$ cat src/include/btl_pkg.sv
// Summary of operation
// - Listen-only accepts and acts on every bus data byte without being addressed.
// - Talk-only sends the step-up string per step-up key, step-down string per step-down key.
// - Step commands act on the locally selected one of six step functions.
// - Any change of talker/listener mode resets bus logic and drops transfers in flight.
// - Talk-only stays local, is always talk addressed, addressed lamp lit.
// - Listen-only stays local, is always listen addressed, addressed lamp lit.
// - Talk-only ignores device clear, group trigger and serial poll.
// - Listen-only ignores device clear, group trigger and serial poll.
// - Listen-only processes queries and calibration commands silently, sending nothing back.
// - Comma-prefixed step commands raise a command error under the native language.
// - Provide basic talk-only and listen-only interface functions.
// - Language code is 0 native, 1 to 3 for the three legacy languages.
// - A locally selected language is displayed for about two seconds.
// - The selected language is kept in non-volatile storage.
// - Language-select with no argument always switches to the native language.
// - In native language, language-select takes one of four language tokens.
// - Language switches interleaved with commands are honoured in order.
// - Compatibility languages need not follow the extended common-command standard.
package btl_pkg;
	localparam int unsigned CLK_HZ          = 50000000;
	localparam int unsigned HOLDOFF_MS      = 500;
	localparam int unsigned DISPLAY_MS      = 2000;
	localparam int unsigned HOLDOFF_CYCLES  = (CLK_HZ / 1000) * HOLDOFF_MS;
	localparam int unsigned DISPLAY_CYCLES  = (CLK_HZ / 1000) * DISPLAY_MS;

	localparam logic [3:0]  ADDR_MODE       = 4'h0;
	localparam logic [3:0]  ADDR_LANG       = 4'h4;
	localparam logic [3:0]  ADDR_STATUS     = 4'h8;
	localparam logic [3:0]  ADDR_ERROR      = 4'hc;

	localparam int          ST_ADDRESSED    = 0;
	localparam int          ST_LOCAL        = 1;
	localparam int          ST_HOLDOFF      = 2;
	localparam int          ST_DISPLAY      = 3;
	localparam int          ST_TXBUSY       = 4;
	localparam int          ERR_CMD         = 0;

	typedef enum logic [1:0] {MODE_ADDRESSED, MODE_TALK_ONLY, MODE_LISTEN_ONLY} btl_mode_t;
	typedef enum logic [1:0] {LANG_NATIVE, LANG_LEGACY_A, LANG_LEGACY_B, LANG_LEGACY_C} btl_lang_t;
	localparam logic [1:0]  MODE_RESET      = 2'h0;
	localparam logic [1:0]  LANG_RESET      = 2'h0;
	localparam logic [2:0]  STEP_FUNCS      = 3'h6;

	localparam logic [7:0]  CH_SEMI         = 8'h3b;
	localparam logic [7:0]  CH_COMMA        = 8'h2c;
	localparam logic [7:0]  CH_LF           = 8'h0a;
	localparam logic [7:0]  CH_SPACE        = 8'h20;
	localparam logic [15:0] TOK_STEP_UP     = 16'h5355;
	localparam logic [15:0] TOK_STEP_DOWN   = 16'h5344;
	localparam logic [23:0] TOK_SELECT_LANG = 24'h47414c;
	localparam logic [39:0] TOK_NATIVE      = 40'h4c36303830;
	localparam logic [39:0] TOK_LEGACY_A    = 40'h4c36303630;
	localparam logic [39:0] TOK_LEGACY_B    = 40'h4c36303730;
	localparam logic [39:0] TOK_LEGACY_C    = 40'h4c38363432;
endpackage

$ cat src/rtl/btl_bus_modes.sv
`timescale 1ns/1ps
`default_nettype none
module btl_bus_modes
	import btl_pkg::*;
#(
	parameter int unsigned HOLDOFF = HOLDOFF_CYCLES,
	parameter int unsigned DISPLAY = DISPLAY_CYCLES,
	parameter int          TOK_MAX = 5
) (
	input  wire logic       sys_clk,
	input  wire logic       resetn,
	// Register port.
	input  wire logic [3:0] regAddr,
	input  wire logic [7:0] regWdata,
	input  wire logic       regWr,
	input  wire logic       regRd,
	output logic      [7:0] regRdata,
	// Bus data received from the interface.
	input  wire logic [7:0] rxData,
	input  wire logic       rxValid,
	output logic            rxReady,
	// Bus data sent to the interface.
	output logic      [7:0] txData,
	output logic            txValid,
	input  wire logic       txReady,
	// Controller addressing and interface messages.
	input  wire logic       ctlTalkAddr,
	input  wire logic       ctlListenAddr,
	input  wire logic       ctlRemote,
	input  wire logic       devClearIn,
	input  wire logic       groupTrigIn,
	input  wire logic       serialPollIn,
	output logic            devClearOut,
	output logic            groupTrigOut,
	output logic            serialPollOut,
	output logic            ifaceReset,
	// Command interpreter side.
	output logic      [7:0] cmdData,
	output logic            cmdValid,
	input  wire logic [7:0] respData,
	input  wire logic       respValid,
	output logic            respReady,
	output logic            stepApply,
	output logic            stepDir,
	output logic      [2:0] stepFunc,
	// Front panel.
	input  wire logic       stepUpKey,
	input  wire logic       stepDownKey,
	input  wire logic [2:0] stepSel,
	input  wire logic       panelLangValid,
	input  wire logic [1:0] panelLang,
	output logic            addrLamp,
	output logic            localState,
	output logic            langShow,
	output logic      [1:0] langShown,
	// Non-volatile language storage.
	input  wire logic       nvLoadValid,
	input  wire logic [1:0] nvLoadLang,
	output logic            nvWrite,
	output logic      [1:0] nvLang
);
	initial begin
		if (TOK_MAX < 5 || TOK_MAX > 15) begin
			$error("btl_bus_modes needs TOK_MAX of five to fifteen characters");
		end
	end

	////////////////////////////////////////////////////////////////////////////////
	// Mode, language and error registers.

	logic [1:0]         mode;
	logic [1:0]         lang;
	logic               cmdErr;
	logic               cmdErrSet;
	logic               remoteLangSet;
	logic [1:0]         remoteLang;
	logic               localLangSet;
	logic [1:0]         localLang;
	logic               holdBusy;
	logic               showBusy;
	logic               txBusy;
	logic               talkOnly;
	logic               listenOnly;
	logic               listenActive;
	logic               talkActive;

	assign talkOnly     = (mode == MODE_TALK_ONLY);
	assign listenOnly   = (mode == MODE_LISTEN_ONLY);
	assign listenActive = listenOnly | ((mode == MODE_ADDRESSED) & ctlListenAddr);
	assign talkActive   = talkOnly | ((mode == MODE_ADDRESSED) & ctlTalkAddr);

	// A write of the same mode is not a change and leaves transfers alone.
	always_ff @(posedge sys_clk or negedge resetn) begin
		if (!resetn) begin
			mode       <= MODE_RESET;
			ifaceReset <= 1'b0;
		end else begin
			ifaceReset <= 1'b0;
			if (regWr && regAddr == ADDR_MODE && regWdata[1:0] != mode
			    && regWdata[1:0] <= MODE_LISTEN_ONLY) begin
				mode       <= regWdata[1:0];
				ifaceReset <= 1'b1;
			end
		end
	end

	assign localLangSet = panelLangValid | (regWr && regAddr == ADDR_LANG);
	assign localLang    = panelLangValid ? panelLang : regWdata[1:0];

	// Later sources win within a cycle: remote command over local entry over reload.
	always_ff @(posedge sys_clk or negedge resetn) begin
		if (!resetn) begin
			lang <= LANG_RESET;
		end else if (remoteLangSet) begin
			lang <= remoteLang;
		end else if (localLangSet) begin
			lang <= localLang;
		end else if (nvLoadValid) begin
			lang <= nvLoadLang;
		end
	end

	always_ff @(posedge sys_clk or negedge resetn) begin
		if (!resetn) begin
			nvWrite   <= 1'b0;
			nvLang    <= LANG_RESET;
			langShown <= LANG_RESET;
		end else begin
			nvWrite <= remoteLangSet | localLangSet;
			if (remoteLangSet) begin
				nvLang <= remoteLang;
			end else if (localLangSet) begin
				nvLang    <= localLang;
				langShown <= localLang;
			end
		end
	end

	// A fresh error in the cycle of a clear keeps the flag set.
	always_ff @(posedge sys_clk or negedge resetn) begin
		if (!resetn) begin
			cmdErr <= 1'b0;
		end else if (cmdErrSet) begin
			cmdErr <= 1'b1;
		end else if (regWr && regAddr == ADDR_ERROR && regWdata[ERR_CMD]) begin
			cmdErr <= 1'b0;
		end
	end

	always_ff @(posedge sys_clk or negedge resetn) begin
		if (!resetn) begin
			regRdata <= 8'h00;
		end else if (!regRd) begin
			regRdata <= 8'h00;
		end else if (regAddr == ADDR_MODE) begin
			regRdata <= {6'h00, mode};
		end else if (regAddr == ADDR_LANG) begin
			regRdata <= {6'h00, lang};
		end else if (regAddr == ADDR_STATUS) begin
			regRdata <= {3'h0, txBusy, showBusy, holdBusy, localState, addrLamp};
		end else if (regAddr == ADDR_ERROR) begin
			regRdata <= {7'h00, cmdErr};
		end else begin
			regRdata <= 8'h00;
		end
	end

	////////////////////////////////////////////////////////////////////////////////
	// Timers for handshake reconfiguration and the language display.

	btl_tick_timer #(.CYCLES(HOLDOFF)) holdTimer (
		.sys_clk (sys_clk),
		.resetn  (resetn),
		.start   (remoteLangSet),
		.busy    (holdBusy)
	);

	btl_tick_timer #(.CYCLES(DISPLAY)) showTimer (
		.sys_clk (sys_clk),
		.resetn  (resetn),
		.start   (localLangSet),
		.busy    (showBusy)
	);

	assign langShow = showBusy;

	////////////////////////////////////////////////////////////////////////////////
	// Indicators and interface messages.

	always_ff @(posedge sys_clk or negedge resetn) begin
		if (!resetn) begin
			addrLamp      <= 1'b0;
			localState    <= 1'b1;
			devClearOut   <= 1'b0;
			groupTrigOut  <= 1'b0;
			serialPollOut <= 1'b0;
		end else begin
			addrLamp      <= talkActive | listenActive;
			localState    <= talkOnly | listenOnly | !ctlRemote;
			devClearOut   <= devClearIn & (mode == MODE_ADDRESSED);
			groupTrigOut  <= groupTrigIn & (mode == MODE_ADDRESSED);
			serialPollOut <= serialPollIn & (mode == MODE_ADDRESSED);
		end
	end

	////////////////////////////////////////////////////////////////////////////////
	// Receive path and command token parser.

	logic                 rxTake;
	logic [8*TOK_MAX-1:0] tok;
	logic [3:0]           tokLen;
	logic                 commaLead;
	logic                 langArgWait;
	logic                 isSep;
	logic                 remStepSet;
	logic                 remStepDir;

	// Hold-off stalls the sender instead of dropping bytes mid reconfiguration.
	assign rxReady = listenActive & !holdBusy & !ifaceReset;
	assign rxTake  = rxValid & rxReady;
	assign isSep   = (rxData == CH_SEMI) | (rxData == CH_COMMA)
	               | (rxData == CH_LF) | (rxData == CH_SPACE);

	always_ff @(posedge sys_clk or negedge resetn) begin
		if (!resetn) begin
			cmdData  <= 8'h00;
			cmdValid <= 1'b0;
		end else begin
			cmdValid <= rxTake & !ifaceReset;
			if (rxTake) begin
				cmdData <= rxData;
			end
		end
	end

	always_comb begin
		cmdErrSet     = 1'b0;
		remoteLangSet = 1'b0;
		remoteLang    = LANG_NATIVE;
		remStepSet    = 1'b0;
		remStepDir    = 1'b0;
		if (rxTake && isSep) begin
			if (langArgWait && tokLen != 4'h0) begin
				remoteLangSet = 1'b1;
				if (lang != LANG_NATIVE) begin
					remoteLang = LANG_NATIVE;
				end else if (tokLen == 4'h5 && tok[39:0] == TOK_NATIVE) begin
					remoteLang = LANG_NATIVE;
				end else if (tokLen == 4'h5 && tok[39:0] == TOK_LEGACY_A) begin
					remoteLang = LANG_LEGACY_A;
				end else if (tokLen == 4'h5 && tok[39:0] == TOK_LEGACY_B) begin
					remoteLang = LANG_LEGACY_B;
				end else if (tokLen == 4'h5 && tok[39:0] == TOK_LEGACY_C) begin
					remoteLang = LANG_LEGACY_C;
				end else begin
					remoteLangSet = 1'b0;
					cmdErrSet     = 1'b1;
				end
			end else if (langArgWait && rxData != CH_SPACE) begin
				remoteLangSet = 1'b1;
			end else if (!langArgWait && tokLen == 4'h3 && tok[23:0] == TOK_SELECT_LANG
			             && rxData != CH_SPACE) begin
				remoteLangSet = 1'b1;
			end else if (!langArgWait && tokLen == 4'h2
			             && (tok[15:0] == TOK_STEP_UP || tok[15:0] == TOK_STEP_DOWN)) begin
				if (commaLead && lang == LANG_NATIVE) begin
					cmdErrSet = 1'b1;
				end else begin
					remStepSet = 1'b1;
					remStepDir = (tok[15:0] == TOK_STEP_UP);
				end
			end
		end
	end

	// Compatibility languages parse the same tokens; common-command checks stay native only.
	always_ff @(posedge sys_clk or negedge resetn) begin
		if (!resetn) begin
			tok       <= '0;
			tokLen    <= 4'h0;
			commaLead <= 1'b0;
			langArgWait <= 1'b0;
		end else if (ifaceReset) begin
			tok       <= '0;
			tokLen    <= 4'h0;
			commaLead <= 1'b0;
			langArgWait <= 1'b0;
		end else if (rxTake) begin
			if (isSep) begin
				tok       <= '0;
				tokLen    <= 4'h0;
				commaLead <= (rxData == CH_COMMA);
				if (langArgWait) begin
					langArgWait <= (tokLen == 4'h0) && (rxData == CH_SPACE);
				end else begin
					langArgWait <= (tokLen == 4'h3) && (tok[23:0] == TOK_SELECT_LANG)
					           && (rxData == CH_SPACE);
				end
			end else if (tokLen < 4'(TOK_MAX)) begin
				tok    <= {tok[8*TOK_MAX-9:0], rxData};
				tokLen <= tokLen + 4'h1;
			end
		end
	end

	////////////////////////////////////////////////////////////////////////////////
	// Step application and talk-only step broadcast.

	logic       keyStep;
	logic [1:0] txLeft;
	logic       txDown;

	assign keyStep = stepUpKey | stepDownKey;

	always_ff @(posedge sys_clk or negedge resetn) begin
		if (!resetn) begin
			stepApply <= 1'b0;
			stepDir   <= 1'b0;
			stepFunc  <= 3'h0;
		end else begin
			stepApply <= (keyStep | remStepSet) & (stepSel < STEP_FUNCS);
			stepDir   <= remStepSet ? remStepDir : stepUpKey;
			stepFunc  <= stepSel;
		end
	end

	// A key pressed while a string is still going out is applied locally but not sent.
	assign txBusy    = (txLeft != 2'h0);
	assign respReady = listenOnly | talkOnly | (talkActive & !txBusy & (!txValid | txReady));

	always_ff @(posedge sys_clk or negedge resetn) begin
		if (!resetn) begin
			txValid <= 1'b0;
			txData  <= 8'h00;
			txLeft  <= 2'h0;
			txDown  <= 1'b0;
		end else if (ifaceReset) begin
			txValid <= 1'b0;
			txLeft  <= 2'h0;
		end else if (!txValid || txReady) begin
			if (txLeft == 2'h3) begin
				txValid <= 1'b1;
				txData  <= TOK_STEP_UP[15:8];
				txLeft  <= 2'h2;
			end else if (txLeft == 2'h2) begin
				txValid <= 1'b1;
				txData  <= txDown ? TOK_STEP_DOWN[7:0] : TOK_STEP_UP[7:0];
				txLeft  <= 2'h1;
			end else if (txLeft == 2'h1) begin
				txValid <= 1'b0;
				txLeft  <= 2'h0;
			end else if (talkOnly && keyStep && (stepSel < STEP_FUNCS)) begin
				txValid <= 1'b1;
				txData  <= CH_SEMI;
				txDown  <= !stepUpKey;
				txLeft  <= 2'h3;
			end else if (mode == MODE_ADDRESSED && respValid && respReady) begin
				txValid <= 1'b1;
				txData  <= respData;
			end else begin
				txValid <= 1'b0;
			end
		end
	end
endmodule
`default_nettype wire

$ cat src/rtl/btl_tick_timer.sv
`timescale 1ns/1ps
`default_nettype none
module btl_tick_timer
	import btl_pkg::*;
#(
	parameter int unsigned CYCLES = 16
) (
	input  wire logic sys_clk,
	input  wire logic resetn,
	input  wire logic start,
	output logic      busy
);
	localparam int W = $clog2(CYCLES + 1);
	logic [W-1:0] count;

	initial begin
		if (CYCLES < 1) begin
			$error("btl_tick_timer needs CYCLES of at least one");
		end
	end

	// A new start restarts the full period so the latest event sets the end time.
	always_ff @(posedge sys_clk or negedge resetn) begin
		if (!resetn) begin
			count <= '0;
		end else if (start) begin
			count <= W'(CYCLES);
		end else if (count != '0) begin
			count <= count - W'(1);
		end
	end

	assign busy = (count != '0);
endmodule
`default_nettype wire

$ cat config.mk
export PLATFORM = sky130hd
export DESIGN_NAME = btl_bus_modes
export DESIGN_NICKNAME = d
export VERILOG_FILES = /design/src/include/btl_pkg.sv /design/src/rtl/btl_bus_modes.sv /design/src/rtl/btl_tick_timer.sv
export SDC_FILE = /design/constraint.sdc
export NUM_CORES = 1
export LEC_CHECK = 0
export BUFFER_PORTS_ARGS = -buffer_cell sky130_fd_sc_hd__buf_2
export CORE_MARGIN = 4
export CORE_UTILIZATION = 50
export DETAILED_ROUTE_END_ITERATION = 10
export PLACE_DENSITY = 0.84
export SLEW_MARGIN = 5
export SYNTH_ARGS = -nofsm -noshare
export SYNTH_HDL_FRONTEND = slang
export SYNTH_SLANG_ARGS = --single-unit
export TNS_END_PERCENT = 100
$ cat constraint.sdc
create_clock -name sys_clk -period 2.6 [get_ports sys_clk]
set_clock_uncertainty 0.05 [all_clocks]
set_input_delay 0.65 -clock sys_clk [delete_from_list [all_inputs] [get_ports sys_clk]]
set_output_delay 0.65 -clock sys_clk [all_outputs]
set_load 0.03 [all_outputs]
Yosys cells after proc, flatten, opt, wreduce, memory -nomap -nowiden
Index checks and enable logic that the tools add are counted.
{"block": "totals", "latchBits": 0, "mem_count": 0, "ram_bits": 0, "word_cells": 243, "reg_bits": 148, "romBits": 0}
{"block": "op_classes", "magnitude_cmp": 3, "n_mul": 0, "div_mod_pow": 0, "reduce_logical": 61, "n_bitwise": 31, "eq_ne": 25, "muxes": 92, "n_addsub": 3, "n_shift": 0}
{"operator": "$eq 40x39->1 const B", "n": 4}
{"operator": "$mux 40", "n": 4}
{"operator": "$mux 27", "n": 2}
{"operator": "$mux 1", "n": 51}
{"operator": "$mux 25", "n": 2}
{"operator": "$mux 8", "n": 5}
{"operator": "$mux 2", "n": 19}
{"operator": "$eq 16x15->1 const B", "n": 2}
{"operator": "$reduce_bool 27->1", "n": 1}
{"operator": "$sub 27x1->27 const B", "n": 1}
{"operator": "$logic_and 1x1->1", "n": 26}
{"operator": "$mux 5", "n": 5}
{"operator": "$reduce_bool 25->1", "n": 1}
{"operator": "$sub 25x1->25 const B", "n": 1}
{"operator": "$eq 24x23->1 const B", "n": 1}
{"operator": "$eq 8x6->1 const B", "n": 3}
{"operator": "$reduce_bool 2->1", "n": 9}
{"operator": "$mux 4", "n": 4}
{"operator": "$or 1x1->1", "n": 14}
{"operator": "$and 1x1->1", "n": 12}
{"operator": "$eq 4x2->1 const B", "n": 2}
{"operator": "$eq 4x3->1 const B", "n": 2}
{"operator": "$eq 4x4->1 const B", "n": 2}
{"operator": "$eq 8x4->1 const B", "n": 1}
{"operator": "20 further kinds", "n": 41}

Depth between registers and ports, before layout
{"block": "depth", "depth_word": 14, "mapped_depth": 10, "depth_no_buf": 8}

Cells and area by module
Synthesis repeated with hierarchy kept, for this count alone.
{"block": "hier_totals", "cells_unflattened": 693, "hier_area_um2": 7453.4}
{"module": "btl_bus_modes", "seq_area_each_um2": 2328.5, "area_each_um2": 4434.3, "cells_per_inst": 396, "instances": 1}
{"module": "btl_tick_timer (showTimer)", "seq_area_each_um2": 675.6, "area_each_um2": 1542.7, "cells_per_inst": 155, "instances": 1}
{"module": "btl_tick_timer (holdTimer)", "seq_area_each_um2": 625.6, "area_each_um2": 1476.4, "cells_per_inst": 142, "instances": 1}

Worst setup path after synthesis
Ideal clock, no wire load.
{"block": "synth_path", "kind": "reg-to-output", "from": "register holdTimer.count[5]", "to": "output rxReady", "n_path_buf": 2, "slack_ns": -0.558, "arrival_time_ns": 2.458, "stages_incl_launch_ff": 7, "path_cell_list": "dfrtp_1 or4_4 or3_1 buf_6 or4_1 clkbuf_2 nor2_1"}
{"block": "synth_between", "elab_chain_len": 4}
{"item": "from (decl)", "line": "btl_tick_timer.sv:14", "rtl": "logic [W-1:0] count;"}
{"item": "from (signal assigned)", "line": "btl_tick_timer.sv:27", "rtl": "count <= W'(CYCLES);"}
{"item": "from (signal assigned)", "line": "btl_tick_timer.sv:29", "rtl": "count <= count - W'(1);"}
{"item": "$reduce_bool 25->1", "line": "btl_tick_timer.sv:33", "rtl": "assign busy = (count != '0);"}
{"item": "$logic_not 1->1", "line": "btl_bus_modes.sv:219", "rtl": "assign rxReady = listenActive & !holdBusy & !ifaceReset;"}
{"item": "$and 1x1->1 (2 in series)", "line": "btl_bus_modes.sv:219"}
{"item": "to (decl)", "line": "btl_bus_modes.sv:21", "rtl": "output logic rxReady,"}
Every way passes these cells.

Worst setup path after layout
{"block": "layout_path", "from": "register holdTimer.count[2]", "to": "output rxReady"}
Same word-level chain as after synthesis.

==> run summary <==
Multiplexer share of the synthesized area -> 0.0843
Worst reg2reg path startpoint -> holdTimer.count[2]$_DFFE_PN0P_
Required time of the critical path -> 1.90 ns
Synth warnings -> 0
Failing checks -> setup timing
Most frequent cells in the layout -> 144 x dfrtp_1, 91 x nand2_1, 84 x buf_2
WP buf/inv -> 1
Sink Count -> 145
Crit-path slowest cell -> or4_4
Post-Synth XOR/XNOR Area -> 0.0383
Clock tree from TritonCTS -> built
Top delay family on crit path -> simple AND/OR/NAND/NOR gates
Number of diodes -> 0
Leak pwr -> 4.45 nW
Crit end category -> output port
Main combinational cell family by area after synthesis -> simple AND/OR/NAND/NOR gates
Critical Path Start Type -> register
Ratio of total power to cell area -> 757 mW/mm2
Syn Inst Count -> 755
Outcome -> finished with violations
Simple logic cell fraction of the synthesized area -> 0.243
Via count -> 6712
Leading area contributor after synthesis -> dfrtp_1
Crit path DAT -> 2.42 ns
Synthesis-to-finish area growth -> 30.7%
Crit Path Category -> register to output port
Placement Setup Slack -> -0.196 ns
Drt wl/cell -> 18.4 um
Largest net degree at the start of global routing -> 54
Sequential fraction of the synthesis area -> 0.482
Ys flop type -> dfrtp_1
Slew margin rel. -> 0.582
Root Driver -> clkbuf_16
Row count -> 44
Synth Area in Compound Gates -> 0.0828
Worst setup margin -> -0.520 ns
Core region area -> 0.0146 mm2
Worst Reg-to-Reg Cells -> 11
Placed cell area -> 0.00873 mm2
Initial core utilization -> 0.515
DR DRC count -> 0
Worst IR drop on VDD -> 0.488 mV
Post-route design area -> 0.00985 mm2
Max Clock Freq -> 321 MHz
Area contributors post-synth -> dfrtp_1 48%, nand2_1 5.1%, mux2i_1 3.9%
Die Wd -> 131 um
Critical-path maximum fanout -> 2
Hold Crit Class -> input port to async pin
Post-Layout Cell Count -> 1135
Worst-path clk slew -> 0.06 ns
Drt first pass iters -> 5
Clock Path Buffers -> 2
RSZ-0062 raised after global routing -> true
DRT iter0 DRCs -> 505
Post-synthesis area per instance -> 9.98 um2
HPWL Detailed -> 12.9 mm
Nets -> 1006
Synth Area in Adders -> 0.0249
Setup violators final -> 87
Vias in the first global route -> 6463
Fill cell count -> 1007
Least-Margin Pin Slew -> 0.623 ns
Gr usage total -> 0.236
Mapped Area -> 0.00754 mm2
Cts bufs inserted -> 17
Placer Congestion -> 0.873
Grt total ovfl -> 0
I/O Pins -> 97
Placed Cells -> 1082
Die Height -> 131 um
Port Buffers -> 87
Cells along the critical path -> or4_4, or3_4, or4_4, nor2_4, buf_6
Tmin final -> 3.12 ns
Worst skew pair latency -> 0.43 ns
Reg-to-reg endpoint -> tok[18]$_DFFE_PN0P_
Critical Path Most Common Cell -> or4_4
Post-synth ARST share -> 1.00
CP max stage delay -> 0.56 ns
Final worst path period share -> 1.20
Layout cell share with drive strength beyond 1 -> 0.331
Netlist cell types -> 71
Final Hold Viols -> 0
Die Area -> 0.0171 mm2
R2R Setup Slk -> -0.46 ns
Max-Cap Viols -> 0
Most common cell after layout, fill and taps aside -> dfrtp_1
Post-route ant nets -> 0
Total Power -> 0.00746 W
Detailed Route WL -> 20.8 mm
Vias/cell -> 5.91
Synthesized flop and latch total -> 145
Final Max Tran Viols -> 0
Synth top area share -> 0.478
First-pass GRT wire length -> 31.6 mm
Initial antenna violation count -> 0
EDFF count, synth -> 0
Clock H-tree levels -> 4
## worst max path at each step
stage	from	endpoint	slack, ns	cells after the start
after floorplan	holdTimer.count[4]$_DFFE_PN0P_	rxReady	-0.28	6
after global placement	holdTimer.count[4]$_DFFE_PN0P_	rxReady	-0.16	5
after detailed placement	holdTimer.count[4]$_DFFE_PN0P_	tok[36]$_DFFE_PN0P_	-0.20	9
after CTS	showTimer.count[6]$_DFFE_PN0P_	langShow	-0.54	5
after global routing	showTimer.count[6]$_DFFE_PN0P_	langShow	-0.57	5
final	holdTimer.count[2]$_DFFE_PN0P_	rxReady	-0.52	5
## cell type report
type	count	area, um2	area share
clock buffers	21	450	0.0457
clock inverters	10	160	0.0163
inverters	39	146	0.0149
multi-input cells	544	3810	0.387
flip-flops and latches	145	3630	0.368
well taps	184	230	0.0234
repair buffers	192	1420	0.144
## layer usage
metal / track usage / share of wire
met2: 0.386 / 0.48
met1: 0.306 / 0.41
met4: 0.0817 / 0.028
met3: 0.0610 / 0.073
met5: 0 / 0
## cell usage after synthesis, drive strengths merged, types with 3 or more instances
library cell,number
or3b,3
or3,9
nor3b,5
or4b,5
nor4bb,5
nor3,46
nand3b,8
inv,39
mux2i,29
nand2,103
nor2b,4
and2,7
a31oi,3
nor4,16
a211oi,6
nand4,9
nand3,19
mux2,23
o21ai,37
nor2,55
and4,6
nand2b,7
or2,5
ha,15
o21a,3
clkbuf,16
xor2,23
and3,4
xnor2,10
buf,13
or4,8
o31ai,8
nor4b,5
nand4b,7
dfrtp,144
a21oi,24
## per-stage QoR
step                utilization  hold WS (ns)  TNS (ns)
floorplan                     -         0.304     -5.33
global placement          0.596         0.409     -4.48
detailed placement        0.596         0.406     -6.38
CTS                       0.658        0.0898     -8.74
global route              0.673         0.103    -32.23
finish                    0.673        0.0924    -26.06
## timing repair
action                                 4_1_cts  5_1_grt
setup endpoints to repair                   71       97
hold buffers                                 0        0
endpoints found under the hold margin        0        0
pin swaps                                   16       22
setup buffers                               15        6
resized for setup                           34       63
gates cloned                                 2        3
## state kept, by name (all words and copies together) (netlist names), 3 cells and up
name and flops:
txData 8, stepFunc 3, regRdata 5, holdTimer.count 25, showTimer.count 27, cmdData 8
tok 40, tokLen 4
## report_power, final
part           internal (W)  switching [W]  leakage (nW)
Clock               0.00162       0.000936         0.297
Sequential          0.00263       0.000294          1.74
Combinational      0.000861        0.00111          2.41
Total               0.00511        0.00234          4.45
## cell families (layout without fill, tap and decap cells)
kind of cell | Yosys count | in the layout
XOR/XNOR | 33 | 33
multiplexers | 53 | 53
flip-flops | 145 | 145
adder cells (fa/ha/maj) | 15 | 15
buffers and inverters | 68 | 262
other | 1 | 3
AND/OR/NAND/NOR | 339 | 339
AO/OA/AOI/OAI | 101 | 101
Note: power is estimated with default switching activity, not from simulation.
